### src/logic/dsr_pkg.sv
// Package of offsets, field positions, reset values and timing for the status register bank
package dsr_pkg;
    // ----------------------------------------
    // Register offsets
    // ----------------------------------------
    localparam logic [7:0] OFF_RESET_CTL = 8'h01;
    localparam logic [7:0] OFF_GEN_CFG = 8'h02;
    localparam logic [7:0] OFF_SILICON_REVISION = 8'h03;
    localparam logic [7:0] OFF_DEVICE_STATE = 8'h04;
    localparam logic [7:0] OFF_PARITY_LIMIT_UPPER = 8'h05;
    localparam logic [7:0] OFF_PARITY_LIMIT_LOWER = 8'h06;
    localparam logic [7:0] OFF_CTRL_CHANNEL_TIMEOUT_CTL = 8'h07;
    localparam logic [7:0] OFF_I2C_CONTROL_FIRST = 8'h08;

    // ----------------------------------------
    // Field positions
    // ----------------------------------------
    localparam int BIT_CONFIG_RELOAD_TRIGGER = 2;
    localparam int BIT_PARITY_CHECK_EN = 1;
    localparam int BIT_CONFIG_CHECKSUM_OK = 7;
    localparam int BIT_INIT_DONE = 6;
    localparam int BIT_PASS_SEEN = 3;
    localparam int BIT_LOCK_SEEN = 2;
    localparam int LSB_CTRL_CHANNEL_TIMEOUT = 1;
    localparam int BIT_CTRL_CHANNEL_TIMEOUT_OFF = 0;
    localparam int BIT_REMOTE_WRITE_BLOCK = 7;
    localparam int LSB_REVISION = 4;

    // ----------------------------------------
    // Values after reset
    // ----------------------------------------
    localparam logic RST_PARITY_CHECK_EN = 1'b1;
    localparam logic [7:0] RST_PARITY_LIMIT_UPPER = 8'h01;
    localparam logic [7:0] RST_PARITY_LIMIT_LOWER = 8'h00;
    localparam logic [6:0] RST_CTRL_CHANNEL_TIMEOUT = 7'h7f;
    localparam logic RST_CTRL_CHANNEL_TIMEOUT_OFF = 1'b0;
    localparam logic RST_REMOTE_WRITE_BLOCK = 1'b0;
    localparam logic [6:0] RST_I2C_CONTROL_LOW = 7'h1c;

    // ----------------------------------------
    // Timing
    // ----------------------------------------
    localparam int CLOCK_MHZ = 100;
    localparam int TIMEOUT_STEP_MS = 2;
    localparam int TIMEOUT_STEP_CYCLES = TIMEOUT_STEP_MS * 1000 * 1000 * CLOCK_MHZ / 1000;
endpackage : dsr_pkg

### src/logic/dsr_status_regs.sv
// Shared status, parity threshold and control-channel watchdog register bank
module dsr_status_regs #(
    parameter int NUM_PORTS = 2,
    parameter int STEP_CYCLES = dsr_pkg::TIMEOUT_STEP_CYCLES,
    parameter logic [3:0] REV_CODE = 4'h5 // Arbitrary value
) (
    input wire logic clock_i,
    input wire logic rst_n_i,
    input wire logic [7:0] reg_addr_i,
    input wire logic reg_wr_i,
    input wire logic reg_rd_i,
    input wire logic reg_remote_i,
    input wire logic [7:0] reg_wdata_i,
    output logic [7:0] reg_rdata_o,
    output logic reg_wr_rejected_o,
    input wire logic remote_slave_wr_i,
    output logic remote_slave_fwd_o,
    input wire logic [NUM_PORTS-1:0] parity_err_i,
    input wire logic [NUM_PORTS-1:0] parity_cnt_clr_i,
    output logic [NUM_PORTS-1:0] parity_flag_o,
    output logic parity_check_en_o,
    output logic config_reload_o,
    input wire logic cfg_load_done_i,
    input wire logic cfg_cksum_ok_i,
    input wire logic pass_pin_i,
    input wire logic lock_pin_i,
    input wire logic cc_busy_i,
    output logic cc_abort_o
);
    localparam int TW = $clog2(STEP_CYCLES + 1);

    // ----------------------------------------
    // State
    // ----------------------------------------
    logic par_en, next_par_en;
    logic [7:0] thr_hi, next_thr_hi;
    logic [7:0] thr_lo, next_thr_lo;
    logic [6:0] wd_limit, next_wd_limit;
    logic wd_off, next_wd_off;
    logic wr_block, next_wr_block;
    logic [6:0] i2c_low, next_i2c_low;
    logic reload, next_reload;
    logic init_done, next_init_done;
    logic cksum_ok, next_cksum_ok;
    logic pass_meta, pass_sync, lock_meta, lock_sync;
    logic pass_seen, next_pass_seen;
    logic lock_seen, next_lock_seen;
    logic [7:0] rdata, next_rdata;
    logic wr_rej, next_wr_rej;
    logic fwd, next_fwd;
    logic [15:0] cnt [NUM_PORTS];
    logic [15:0] next_cnt [NUM_PORTS];
    logic [NUM_PORTS-1:0] flag, next_flag;
    logic [TW-1:0] tick, next_tick;
    logic [6:0] steps, next_steps;
    logic fired, next_fired;
    logic abort, next_abort;
    logic wr_ok;
    logic rd_status;
    logic [15:0] thr;

    // ----------------------------------------
    // Register access and status
    // ----------------------------------------
    always_comb begin
        wr_ok = reg_wr_i && !(reg_remote_i && wr_block);
        rd_status = reg_rd_i && (reg_addr_i == dsr_pkg::OFF_DEVICE_STATE);
        next_par_en = par_en;
        next_thr_hi = thr_hi;
        next_thr_lo = thr_lo;
        next_wd_limit = wd_limit;
        next_wd_off = wd_off;
        next_wr_block = wr_block;
        next_i2c_low = i2c_low;
        next_reload = 1'b0;
        next_wr_rej = reg_wr_i && reg_remote_i && wr_block;
        next_fwd = remote_slave_wr_i;
        if (wr_ok) begin
            if (reg_addr_i == dsr_pkg::OFF_RESET_CTL) begin
                next_reload = reg_wdata_i[dsr_pkg::BIT_CONFIG_RELOAD_TRIGGER];
            end else if (reg_addr_i == dsr_pkg::OFF_GEN_CFG) begin
                next_par_en = reg_wdata_i[dsr_pkg::BIT_PARITY_CHECK_EN];
            end else if (reg_addr_i == dsr_pkg::OFF_PARITY_LIMIT_UPPER) begin
                next_thr_hi = reg_wdata_i;
            end else if (reg_addr_i == dsr_pkg::OFF_PARITY_LIMIT_LOWER) begin
                next_thr_lo = reg_wdata_i;
            end else if (reg_addr_i == dsr_pkg::OFF_CTRL_CHANNEL_TIMEOUT_CTL) begin
                next_wd_limit = reg_wdata_i[7:dsr_pkg::LSB_CTRL_CHANNEL_TIMEOUT];
                next_wd_off = reg_wdata_i[dsr_pkg::BIT_CTRL_CHANNEL_TIMEOUT_OFF];
            end else if (reg_addr_i == dsr_pkg::OFF_I2C_CONTROL_FIRST) begin
                next_wr_block = reg_wdata_i[dsr_pkg::BIT_REMOTE_WRITE_BLOCK];
                next_i2c_low = reg_wdata_i[6:0];
            end
        end
        // Reload drops the done flag; loader completion sets it again
        next_init_done = init_done;
        next_cksum_ok = cksum_ok;
        if (cfg_load_done_i) begin
            next_init_done = 1'b1;
            next_cksum_ok = cfg_cksum_ok_i;
        end else if (reload) begin
            next_init_done = 1'b0;
            next_cksum_ok = 1'b0;
        end
        // Latched pin copies: a new high wins over the clear on read
        next_pass_seen = pass_sync | (pass_seen & ~rd_status);
        next_lock_seen = lock_sync | (lock_seen & ~rd_status);
        next_rdata = 8'h00;
        if (reg_rd_i) begin
            if (reg_addr_i == dsr_pkg::OFF_GEN_CFG) begin
                next_rdata[dsr_pkg::BIT_PARITY_CHECK_EN] = par_en;
            end else if (reg_addr_i == dsr_pkg::OFF_SILICON_REVISION) begin
                next_rdata[7:dsr_pkg::LSB_REVISION] = REV_CODE;
            end else if (reg_addr_i == dsr_pkg::OFF_DEVICE_STATE) begin
                next_rdata[dsr_pkg::BIT_CONFIG_CHECKSUM_OK] = cksum_ok;
                next_rdata[dsr_pkg::BIT_INIT_DONE] = init_done;
                next_rdata[dsr_pkg::BIT_PASS_SEEN] = pass_sync | pass_seen;
                next_rdata[dsr_pkg::BIT_LOCK_SEEN] = lock_sync | lock_seen;
            end else if (reg_addr_i == dsr_pkg::OFF_PARITY_LIMIT_UPPER) begin
                next_rdata = thr_hi;
            end else if (reg_addr_i == dsr_pkg::OFF_PARITY_LIMIT_LOWER) begin
                next_rdata = thr_lo;
            end else if (reg_addr_i == dsr_pkg::OFF_CTRL_CHANNEL_TIMEOUT_CTL) begin
                next_rdata = {wd_limit, wd_off};
            end else if (reg_addr_i == dsr_pkg::OFF_I2C_CONTROL_FIRST) begin
                next_rdata = {wr_block, i2c_low};
            end
        end
    end

    always_ff @(posedge clock_i) begin
        if (!rst_n_i) begin
            par_en <= dsr_pkg::RST_PARITY_CHECK_EN;
            thr_hi <= dsr_pkg::RST_PARITY_LIMIT_UPPER;
            thr_lo <= dsr_pkg::RST_PARITY_LIMIT_LOWER;
            wd_limit <= dsr_pkg::RST_CTRL_CHANNEL_TIMEOUT;
            wd_off <= dsr_pkg::RST_CTRL_CHANNEL_TIMEOUT_OFF;
            wr_block <= dsr_pkg::RST_REMOTE_WRITE_BLOCK;
            i2c_low <= dsr_pkg::RST_I2C_CONTROL_LOW;
            reload <= 1'b0;
            init_done <= 1'b0;
            cksum_ok <= 1'b0;
            pass_meta <= 1'b0;
            pass_sync <= 1'b0;
            lock_meta <= 1'b0;
            lock_sync <= 1'b0;
            pass_seen <= 1'b0;
            lock_seen <= 1'b0;
            rdata <= 8'h00;
            wr_rej <= 1'b0;
            fwd <= 1'b0;
        end else begin
            par_en <= next_par_en;
            thr_hi <= next_thr_hi;
            thr_lo <= next_thr_lo;
            wd_limit <= next_wd_limit;
            wd_off <= next_wd_off;
            wr_block <= next_wr_block;
            i2c_low <= next_i2c_low;
            reload <= next_reload;
            init_done <= next_init_done;
            cksum_ok <= next_cksum_ok;
            pass_meta <= pass_pin_i;
            pass_sync <= pass_meta;
            lock_meta <= lock_pin_i;
            lock_sync <= lock_meta;
            pass_seen <= next_pass_seen;
            lock_seen <= next_lock_seen;
            rdata <= next_rdata;
            wr_rej <= next_wr_rej;
            fwd <= next_fwd;
        end
    end

    // ----------------------------------------
    // Parity error counters
    // ----------------------------------------
    always_comb begin
        thr = {next_thr_hi, next_thr_lo};
        for (int p = 0; p < NUM_PORTS; p++) begin
            next_cnt[p] = cnt[p];
            if (parity_cnt_clr_i[p]) begin
                next_cnt[p] = 16'h0000;
            end
            // An error in the clearing cycle still counts
            if (par_en && parity_err_i[p] && (next_cnt[p] != 16'hffff)) begin
                next_cnt[p] = next_cnt[p] + 16'h0001;
            end
            next_flag[p] = (next_cnt[p] >= thr);
        end
    end

    always_ff @(posedge clock_i) begin
        if (!rst_n_i) begin
            for (int p = 0; p < NUM_PORTS; p++) begin
                cnt[p] <= 16'h0000;
            end
            flag <= '0;
        end else begin
            cnt <= next_cnt;
            flag <= next_flag;
        end
    end

    // ----------------------------------------
    // Control-channel watchdog
    // ----------------------------------------
    always_comb begin
        next_tick = tick;
        next_steps = steps;
        next_fired = fired;
        next_abort = 1'b0;
        if (!cc_busy_i || wd_off) begin
            next_tick = '0;
            next_steps = 7'h00;
            next_fired = 1'b0;
        end else if (!fired) begin
            if (tick == TW'(STEP_CYCLES - 1)) begin
                next_tick = '0;
                next_steps = steps + 7'h01;
                if ((steps + 7'h01) >= wd_limit) begin
                    next_abort = 1'b1;
                    next_fired = 1'b1;
                end
            end else begin
                next_tick = tick + TW'(1);
            end
        end
    end

    always_ff @(posedge clock_i) begin
        if (!rst_n_i) begin
            tick <= '0;
            steps <= 7'h00;
            fired <= 1'b0;
            abort <= 1'b0;
        end else begin
            tick <= next_tick;
            steps <= next_steps;
            fired <= next_fired;
            abort <= next_abort;
        end
    end

    // ----------------------------------------
    // Outputs
    // ----------------------------------------
    assign reg_rdata_o = rdata;
    assign reg_wr_rejected_o = wr_rej;
    assign remote_slave_fwd_o = fwd;
    assign parity_flag_o = flag;
    assign parity_check_en_o = par_en;
    assign config_reload_o = reload;
    assign cc_abort_o = abort;
endmodule // dsr_status_regs

### config.mk
export PLATFORM = sky130hd
export DESIGN_NAME = dsr_status_regs
export DESIGN_NICKNAME = d
export VERILOG_FILES = /design/src/logic/dsr_pkg.sv /design/src/logic/dsr_status_regs.sv
export SDC_FILE = /design/constraint.sdc
export NUM_CORES = 1
export LEC_CHECK = 0
export BUFFER_PORTS_ARGS = -buffer_cell sky130_fd_sc_hd__buf_2
export CORE_MARGIN = 2
export CORE_UTILIZATION = 50
export CTS_CLUSTER_SIZE = 20
export DETAILED_ROUTE_END_ITERATION = 6
export PLACE_DENSITY = 0.69
export SLEW_MARGIN = 30
export SYNTH_ARGS = -nofsm -noshare
export SYNTH_HDL_FRONTEND = slang
export SYNTH_SLANG_ARGS = --single-unit
export TNS_END_PERCENT = 30
### constraint.sdc
create_clock -name clock_i -period 3.5 [get_ports clock_i]
set_input_delay 0.525 -clock clock_i [delete_from_list [all_inputs] [get_ports clock_i]]
set_output_delay 0.525 -clock clock_i [all_outputs]
set_load 0.1 [all_outputs]
==> results by group, run 1 <==
Global routing
  – First-pass GRT wire length: 24400 um
  – Largest net degree at the start of global routing: 47
  – Number of global-route vias before repair: about 5000
  – Number of antenna violations at the first check in global routing: 0
  – Total track usage: 23.5%
  – Congestion Overflow GR: 0

Layout
  – Fill count: between 1000 and 1500
  – Layout area overhead: 16.3%
  – Share of layout cells above drive strength 1: 15.2%
  – Antenna diode count: 0
  – Layout Nets: 824

Critical path
  – Arrival time worst endpoint: about 3.4 ns
  – R2R depth: 14
  – Crit path max fanout: 7
  – Critical path class: flop to flop
  – Worst setup SP type: flop
  – Element type at the critical path end: flop
  – Worst endpoint required time: 3.78 ns

Placement
  – Detailed Place HPWL: 11100 um
  – Final GP Congestion: 0.897
  – PortBufs: 45

Clocking
  – Clock root buffer: clkbuf_16
  – Clock sinks: ~110
  – CTS tree: done
  – H-tree Lvls: 4
  – Clk slew on worst S/H paths: 0.05 ns
  – Post_cts resized: 0
  – Post-CTS Setup Bufs: 0
  – Clk Latency, worst-skew pair: 0.42 ns
  – TritonCTS buffer count: 17
  – Buffers from clock root to sink, at most: 2
  – Cts hold-fix bufs: 0

Logic synthesis
  – Synth top area cells: dfxtp_1, ha_1, nor2_1, xnor2_1, mux2i_1
  – Area share of the largest cell type after synthesis: a little over a third
  – Seq cells post-synth: about 110
  – Yosys warning count: 0
  – Post-synth top area cell: dfxtp_1
  – Post-synth EDFFs: 0
  – Sequential-to-total area share from yosys stat: 36.3%
  – Mapped Nets: 779
  – Post-synthesis cell type count: 77
  – Asr flop ratio synth: 0%
  – Main flop type after synthesis: dfxtp_1
  – Syn Inst Count: ~710
  – Mapped Area: 0.00623 sq mm
  – Mean post-synth cell area: 8.83 sq um

Timing
  – Worst-Margin Slew: 0.760 ns
  – Max Freq: 317 MHz
  – Final Setup Violations: 0
  – Final Hold Fails: 0
  – Max Slew Vio Count: 0
  – Setup TNS: 0 ns
  – Final Skew: 0.00602 ns
  – Slew margin rel.: between 40% and 50%
  – Final Critical Period: 3.16 ns
  – RSZ-0062 raised after global routing: false
  – Period utilization: between 90 and 100%

Floorplan
  – Die Area: 0.0134 sq mm
  – Die extent in x: 116 um
  – Chip Height: 116 um
  – Core ar.: 0.0121 sq mm
  – Number of I/O pins: 46
  – Row count: 40
  – Initial core utilization: roughly half

Worst hold path
  – HP Class: input pin to flop
  – Hold Crit Depth: 2

Detailed routing
  – DRT Pass-1 Iters: 4
  – Total Wirelength: ~15000 um
  – DR vias: 5224
  – Per-cell routed wire length: 16.1 um
  – First DRT Iteration DRCs: 299
  – Final antenna-violating net count: 0
  – Via density: 5.61
  – Post-route DRC: 0

Power
  – Peak VDD IR: 0.308 mV
  – PwrDens: 454 mW/mm^2
  – LEAKAGE: 3.03 nW
  – Tot Pwr: ~0.0033 W

Status
  – Status: completed

Job
  – Max-cap viol count: 0
-- through the flow --
step                hold slack [ns]  instance area [sq um]  util (%)  setup WS [ns]  std cells
floorplan                     0.412                   6230         -          0.371        705
global placement              0.419                   6610      54.8          0.239        899
detailed placement            0.421                   6610      54.8         0.0908        899
CTS                           0.301                   7240      60.1          0.388        931
global route                  0.308                   7240      60.1         0.0925        931
finish                        0.312                   7240      60.1          0.343        931
-- critical path, cell delays in order (launching register included) --
cell       delay (ns)
dfxtp_1          0.31
nor2b_1          0.21
ha_1             0.21
nand3b_1         0.10
nor4_1           0.39
buf_4            0.23
nor4b_1          0.07
xnor2_1          0.13
nor2_1           0.22
ha_1             0.28
o2111ai_1        0.23
nor2_1           0.09
a211oi_1         0.28
o31ai_1          0.14
o2bb2ai_1        0.14
-- final timing paths --
path / endpoint / slack, ns / from
worst max-delay path: parity_flag_o[1]$_SDFF_PN0_ / 0.34 / cnt[0]$_SDFF_PN0_
worst max register to register: parity_flag_o[1]$_SDFF_PN0_ / 0.34 / cnt[0]$_SDFF_PN0_
worst min register to register: lock_sync$_SDFF_PN0_ / 0.43 / lock_meta$_SDFF_PN0_
worst min-delay path: lock_meta$_SDFF_PN0_ / 0.31 / lock_pin_i
-- Yosys cell counts (3+ instances only) --
library cell	instances
dfxtp_1	113
o22ai_1	4
and3b_1	3
and4_1	4
buf_2	5
a32oi_1	3
or2_2	3
or3_1	4
nand2_1	39
mux2i_1	29
o21a_1	3
buf_4	4
ha_1	43
o211ai_1	11
xor2_1	16
a211oi_1	11
nor2_1	92
a22o_1	3
nand3_1	25
and2_1	21
a21oi_1	33
and3_1	7
nor2b_1	18
inv_1	15
nor4b_2	4
nand3b_1	4
a21o_1	8
nand2b_1	13
nor3_1	13
nor4_1	13
nand4_1	14
xnor2_1	38
o2111ai_1	3
clkbuf_1	18
o21ai_0	13
-- kinds of logic after synthesis --
logic type / synth area share (%)
adders and majority gates: 8.64
muxes: 5.26
buffers and inverters: 3.45
xor gates and xnor gates: 7.59
AOI/OAI and AO/OA: 11.6
and+or+nand+nor: 27.1
DFF: 36.3
-- layout by cell type, fill, tap and decap left out, types with 3 or more instances in the layout --
master	Yosys	layout
nor2b_1	18	18
and4_1	4	4
clkinvlp_4	0	3
nand3_1	25	25
a21o_1	8	8
dfxtp_1	113	113
nand2_1	39	39
bufinv_16	0	4
and3_1	7	7
clkinv_2	0	3
a21oi_1	33	33
and2_1	21	21
clkbuf_16	0	17
nand3b_1	4	4
o21ai_0	13	13
o2111ai_1	3	3
and3b_1	3	3
a32oi_1	3	3
or2_2	3	3
buf_2	5	45
nor4b_2	4	4
or3_1	4	4
a211oi_1	11	11
o21a_1	3	3
o22ai_1	4	4
nor2_1	92	92
inv_1	15	15
nand4_1	14	14
a22o_1	3	3
mux2i_1	29	29
nand2b_1	13	13
xnor2_1	38	38
xor2_1	16	16
buf_4	4	13
ha_1	43	43
o211ai_1	11	11
nor3_1	13	13
nor4_1	13	13
-- registers in the layout, indices dropped and copies added, names as in the netlist, 2 cells and up --
| name | cells |
|---|---|
| i2c_low | 7 |
| parity_flag_o | 2 |
| thr_hi | 8 |
| cnt | 32 |
| steps | 7 |
| tick | 18 |
| reg_rdata_o | 8 |
| wd_limit | 7 |
| thr_lo | 8 |
-- layer usage --
metal	vias to the layer above	wire length, um	GRT usage (%)
met2	140	6920	38.2
met1	2447	6940	30.0
met4	0	299	8.97
met3	27	808	6.07
li1	2610	-	-
met5	-	0	0
-- where the power goes --
part | internal [W] | switching [W] | leakage [nW]
clock | 0.00123 | 0.000610 | 0.305
sequential | 0.00130 | 0.00000503 | 0.913
combinational | 0.0000520 | 0.000101 | 1.81
-- layout make-up --
| class | instances | area [sq um] | share of cell area (%) |
|---|---|---|---|
| timing repair buffer | 58 | 323 | 4.46 |
| sequential | 113 | 2260 | 31.2 |
| tap | 168 | 210 | 2.90 |
| multi-input combinational | 544 | 3750 | 51.8 |
| clock inverter | 13 | 184 | 2.54 |
| clock buffer | 19 | 453 | 6.25 |
| inverter | 16 | 60.1 | 0.829 |
Power figures use the tool's default switching activity.
==> run 2, diff against run 1 <==
--- a/config.mk
+++ b/config.mk
@@ -10,7 +10,7 @@
 export CORE_UTILIZATION = 50
 export CTS_CLUSTER_SIZE = 20
 export DETAILED_ROUTE_END_ITERATION = 6
-export PLACE_DENSITY = 0.69
+export PLACE_DENSITY = 0.73
 export SLEW_MARGIN = 30
 export SYNTH_ARGS = -nofsm -noshare
 export SYNTH_HDL_FRONTEND = slang
==> constraint.sdc (replaced) <==
create_clock -name clock_i -period 4.06 [get_ports clock_i]
set_input_delay 0.609 -clock clock_i [delete_from_list [all_inputs] [get_ports clock_i]]
set_output_delay 0.609 -clock clock_i [all_outputs]
set_load 0.1 [all_outputs]
==> run 2 against run 1 <==
Net effect:
- clock-buffer cell count rose by 4
- sequential power shrank 14%
- global-route usage increased by 0.12 points
- cell count shrank 0.97%
- combinational power down 19%
- first-iteration DRC count grew 6.0%
- sequential share of layout area is 0.45 points higher
- via count is essentially flat
- largest cell class unchanged
- largest power group unchanged
==> results by group, run 2 (same netlist as run 1, synthesis figures left out) <==
Floorplan
  – Initial core utilization: 51.6%
  – Die Area: about 0.013 sq mm
  – Die extent in x: about 120 um
  – Chip Height: 116 um
  – Row count: 40
  – Core ar.: 0.0121 sq mm
  – Number of I/O pins: 46

Critical path
  – Crit path cell chain: buf_2, or4_1, nor2_8, nand4_4, mux2i_1, ha_1, o2111ai_1, nor2_1, a211oi_1, o31ai_1, o2bb2ai_1
  – R2R depth: 14
  – Critical path depth in cells: 11
  – CP max stage delay: ~0.73 ns
  – Worst R2R Start: cnt[0]$_SDFF_PN0_
  – Arrival time worst endpoint: 3.55 ns
  – Worst R2R End: parity_flag_o[1]$_SDFF_PN0_
  – CP delay by family, top: simple AND/OR/NAND/NOR gates
  – Critical path class: input pin to flop
  – Crit path max fanout: 8
  – Worst endpoint required time: 4.34 ns
  – Worst setup SP type: input pin
  – FF-to-FF setup slack: 0.91 ns
  – Slowest CP cell: or4_1
  – Element type at the critical path end: flop
  – WP buf/inv: 1

Layout
  – Most frequent cells in the layout: dfxtp_1, nor2_1, buf_2, ha_1, nand2_1
  – Regs by FF count: cnt (32), tick (18)
  – Antenna diode count: 0
  – Reg with most FFs: cnt
  – Commonest non-fill, non-tap cell in the layout: dfxtp_1
  – Fill count: 1044
  – Share of layout cells above drive strength 1: between 10% and 20%
  – Layout Nets: slightly above 800
  – Layout area overhead: 14.6%
  – Max reg flops: 32

Detailed routing
  – DRT Pass-1 Iters: 5
  – Total Wirelength: ~15000 um
  – DR vias: 5229
  – Final antenna-violating net count: 0
  – Per-cell routed wire length: 16.3 um
  – Via density: 5.67
  – First DRT Iteration DRCs: 317
  – Post-route DRC: 0

Job
  – Max-cap viol count: 0

Global routing
  – Largest net degree at the start of global routing: 48
  – First-pass GRT wire length: 24700 um
  – Number of antenna violations at the first check in global routing: 0
  – Total track usage: 23.6%
  – Congestion Overflow GR: 0
  – Number of global-route vias before repair: 5104

Status
  – Status: completed

Timing
  – Max Slew Vio Count: 0
  – Final Critical Period: 3.27 ns
  – Final Hold Fails: 0
  – Setup TNS: 0 ns
  – Slew margin rel.: ~48%
  – Final Skew: 0.00989 ns
  – Max Freq: 306 MHz
  – Final Setup Violations: 0
  – Period utilization: 80.5%
  – Worst-Margin Slew: 0.781 ns
  – RSZ-0062 raised after global routing: false

Power
  – Switch Pwr: 0.000597 W
  – Net Sw Frac: 21.8%
  – Tot Pwr: 0.00274 W
  – PwrDens: 383 mW/mm^2
  – Gate power share: 4.5%
  – Seq pwr share: 41.1%
  – LEAKAGE: 2.97 nW
  – Part of the power in the clock network: about 54%
  – Peak VDD IR: 0.244 mV
  – Pint: 0.00214 W

Clocking
  – Clk Latency, worst-skew pair: 0.42 ns
  – Clk slew on worst S/H paths: about 0.050 ns
  – Buffers from clock root to sink, at most: 2
  – H-tree Lvls: 4
  – Post-CTS Setup Bufs: 0
  – TritonCTS buffer count: 17
  – Clock root buffer: clkbuf_16
  – Cts hold-fix bufs: 0
  – Clock sinks: 113
  – Post_cts resized: 0
  – CTS tree: done

Placement
  – Detailed Place HPWL: 10800 um
  – PortBufs: 45
  – Final GP Congestion: 0.930

Worst hold path
  – Hold EP: remote_slave_fwd_o$_SDFF_PN0_
  – Hold Crit Depth: 2
  – HP Class: input pin to flop
  – HP Start: remote_slave_wr_i
==> run 2: cell types whose count changed in the layout (fill, tap and decap cells not counted), sizes merged <==
cell / previous run / this run
clkbuf: 19 / 23
inv: 16 / 15
buf: 58 / 49
clkinvlp: 3 / 2
bufinv: 4 / 2
==> run 2: final cells by class <==
cell class | instances | area (sq um) | share of cell area [%]
clock buffer | 23 | 498 | 6.97
clock inverter | 9 | 104 | 1.45
inverter | 16 | 60.1 | 0.841
multi-input combinational | 544 | 3750 | 52.5
sequential | 113 | 2260 | 31.7
tap | 168 | 210 | 2.94
timing repair buffer | 49 | 255 | 3.57
==> run 2: per-layer routing <==
metal	up-vias	share of wire, %	track usage [%]
met5	-	0	0
met3	26	5.7	6.43
li1	2581	-	-
met1	2441	44	28.7
met2	181	48	39.9
met4	0	2.3	8.97
==> run 2: power by group through the flow <==
stage                     Sequential [W]  Clock, W  Combinational [W]
after floorplan                  0.00115         0          0.0000774
after global placement           0.00115         0           0.000120
after detailed placement         0.00115         0           0.000122
after CTS                        0.00112   0.00151           0.000123
after global routing             0.00112   0.00156           0.000135
final                            0.00112   0.00149           0.000124
==> run 2: worst max-delay path by stage <==
stage	from	to	slack, ns
floorplan	reg_addr_i[5]	parity_flag_o[0]$_SDFF_PN0_	0.85
global placement	reg_addr_i[5]	parity_flag_o[0]$_SDFF_PN0_	0.59
detailed placement	reg_addr_i[5]	parity_flag_o[1]$_SDFF_PN0_	0.52
CTS	reg_addr_i[5]	parity_flag_o[1]$_SDFF_PN0_	0.87
global route	parity_cnt_clr_i[1]	parity_flag_o[1]$_SDFF_PN0_	0.67
finish	reg_addr_i[5]	parity_flag_o[1]$_SDFF_PN0_	0.79
==> run 2: per-stage QoR <==
step / hold slack [ns] / setup WS (ns) / cells / cell area [sq um] / utilization (%)
6_report: 0.395 / 0.793 / 922 / 7140 / 59.2
3_5_place_dp: 0.425 / 0.525 / 890 / 6540 / 54.2
3_3_place_gp: 0.424 / 0.593 / 890 / 6540 / 54.2
5_1_grt: 0.403 / 0.671 / 922 / 7140 / 59.2
2_1_floorplan: 0.412 / 0.847 / 705 / 6230 / -
4_1_cts: 0.379 / 0.874 / 922 / 7140 / 59.2
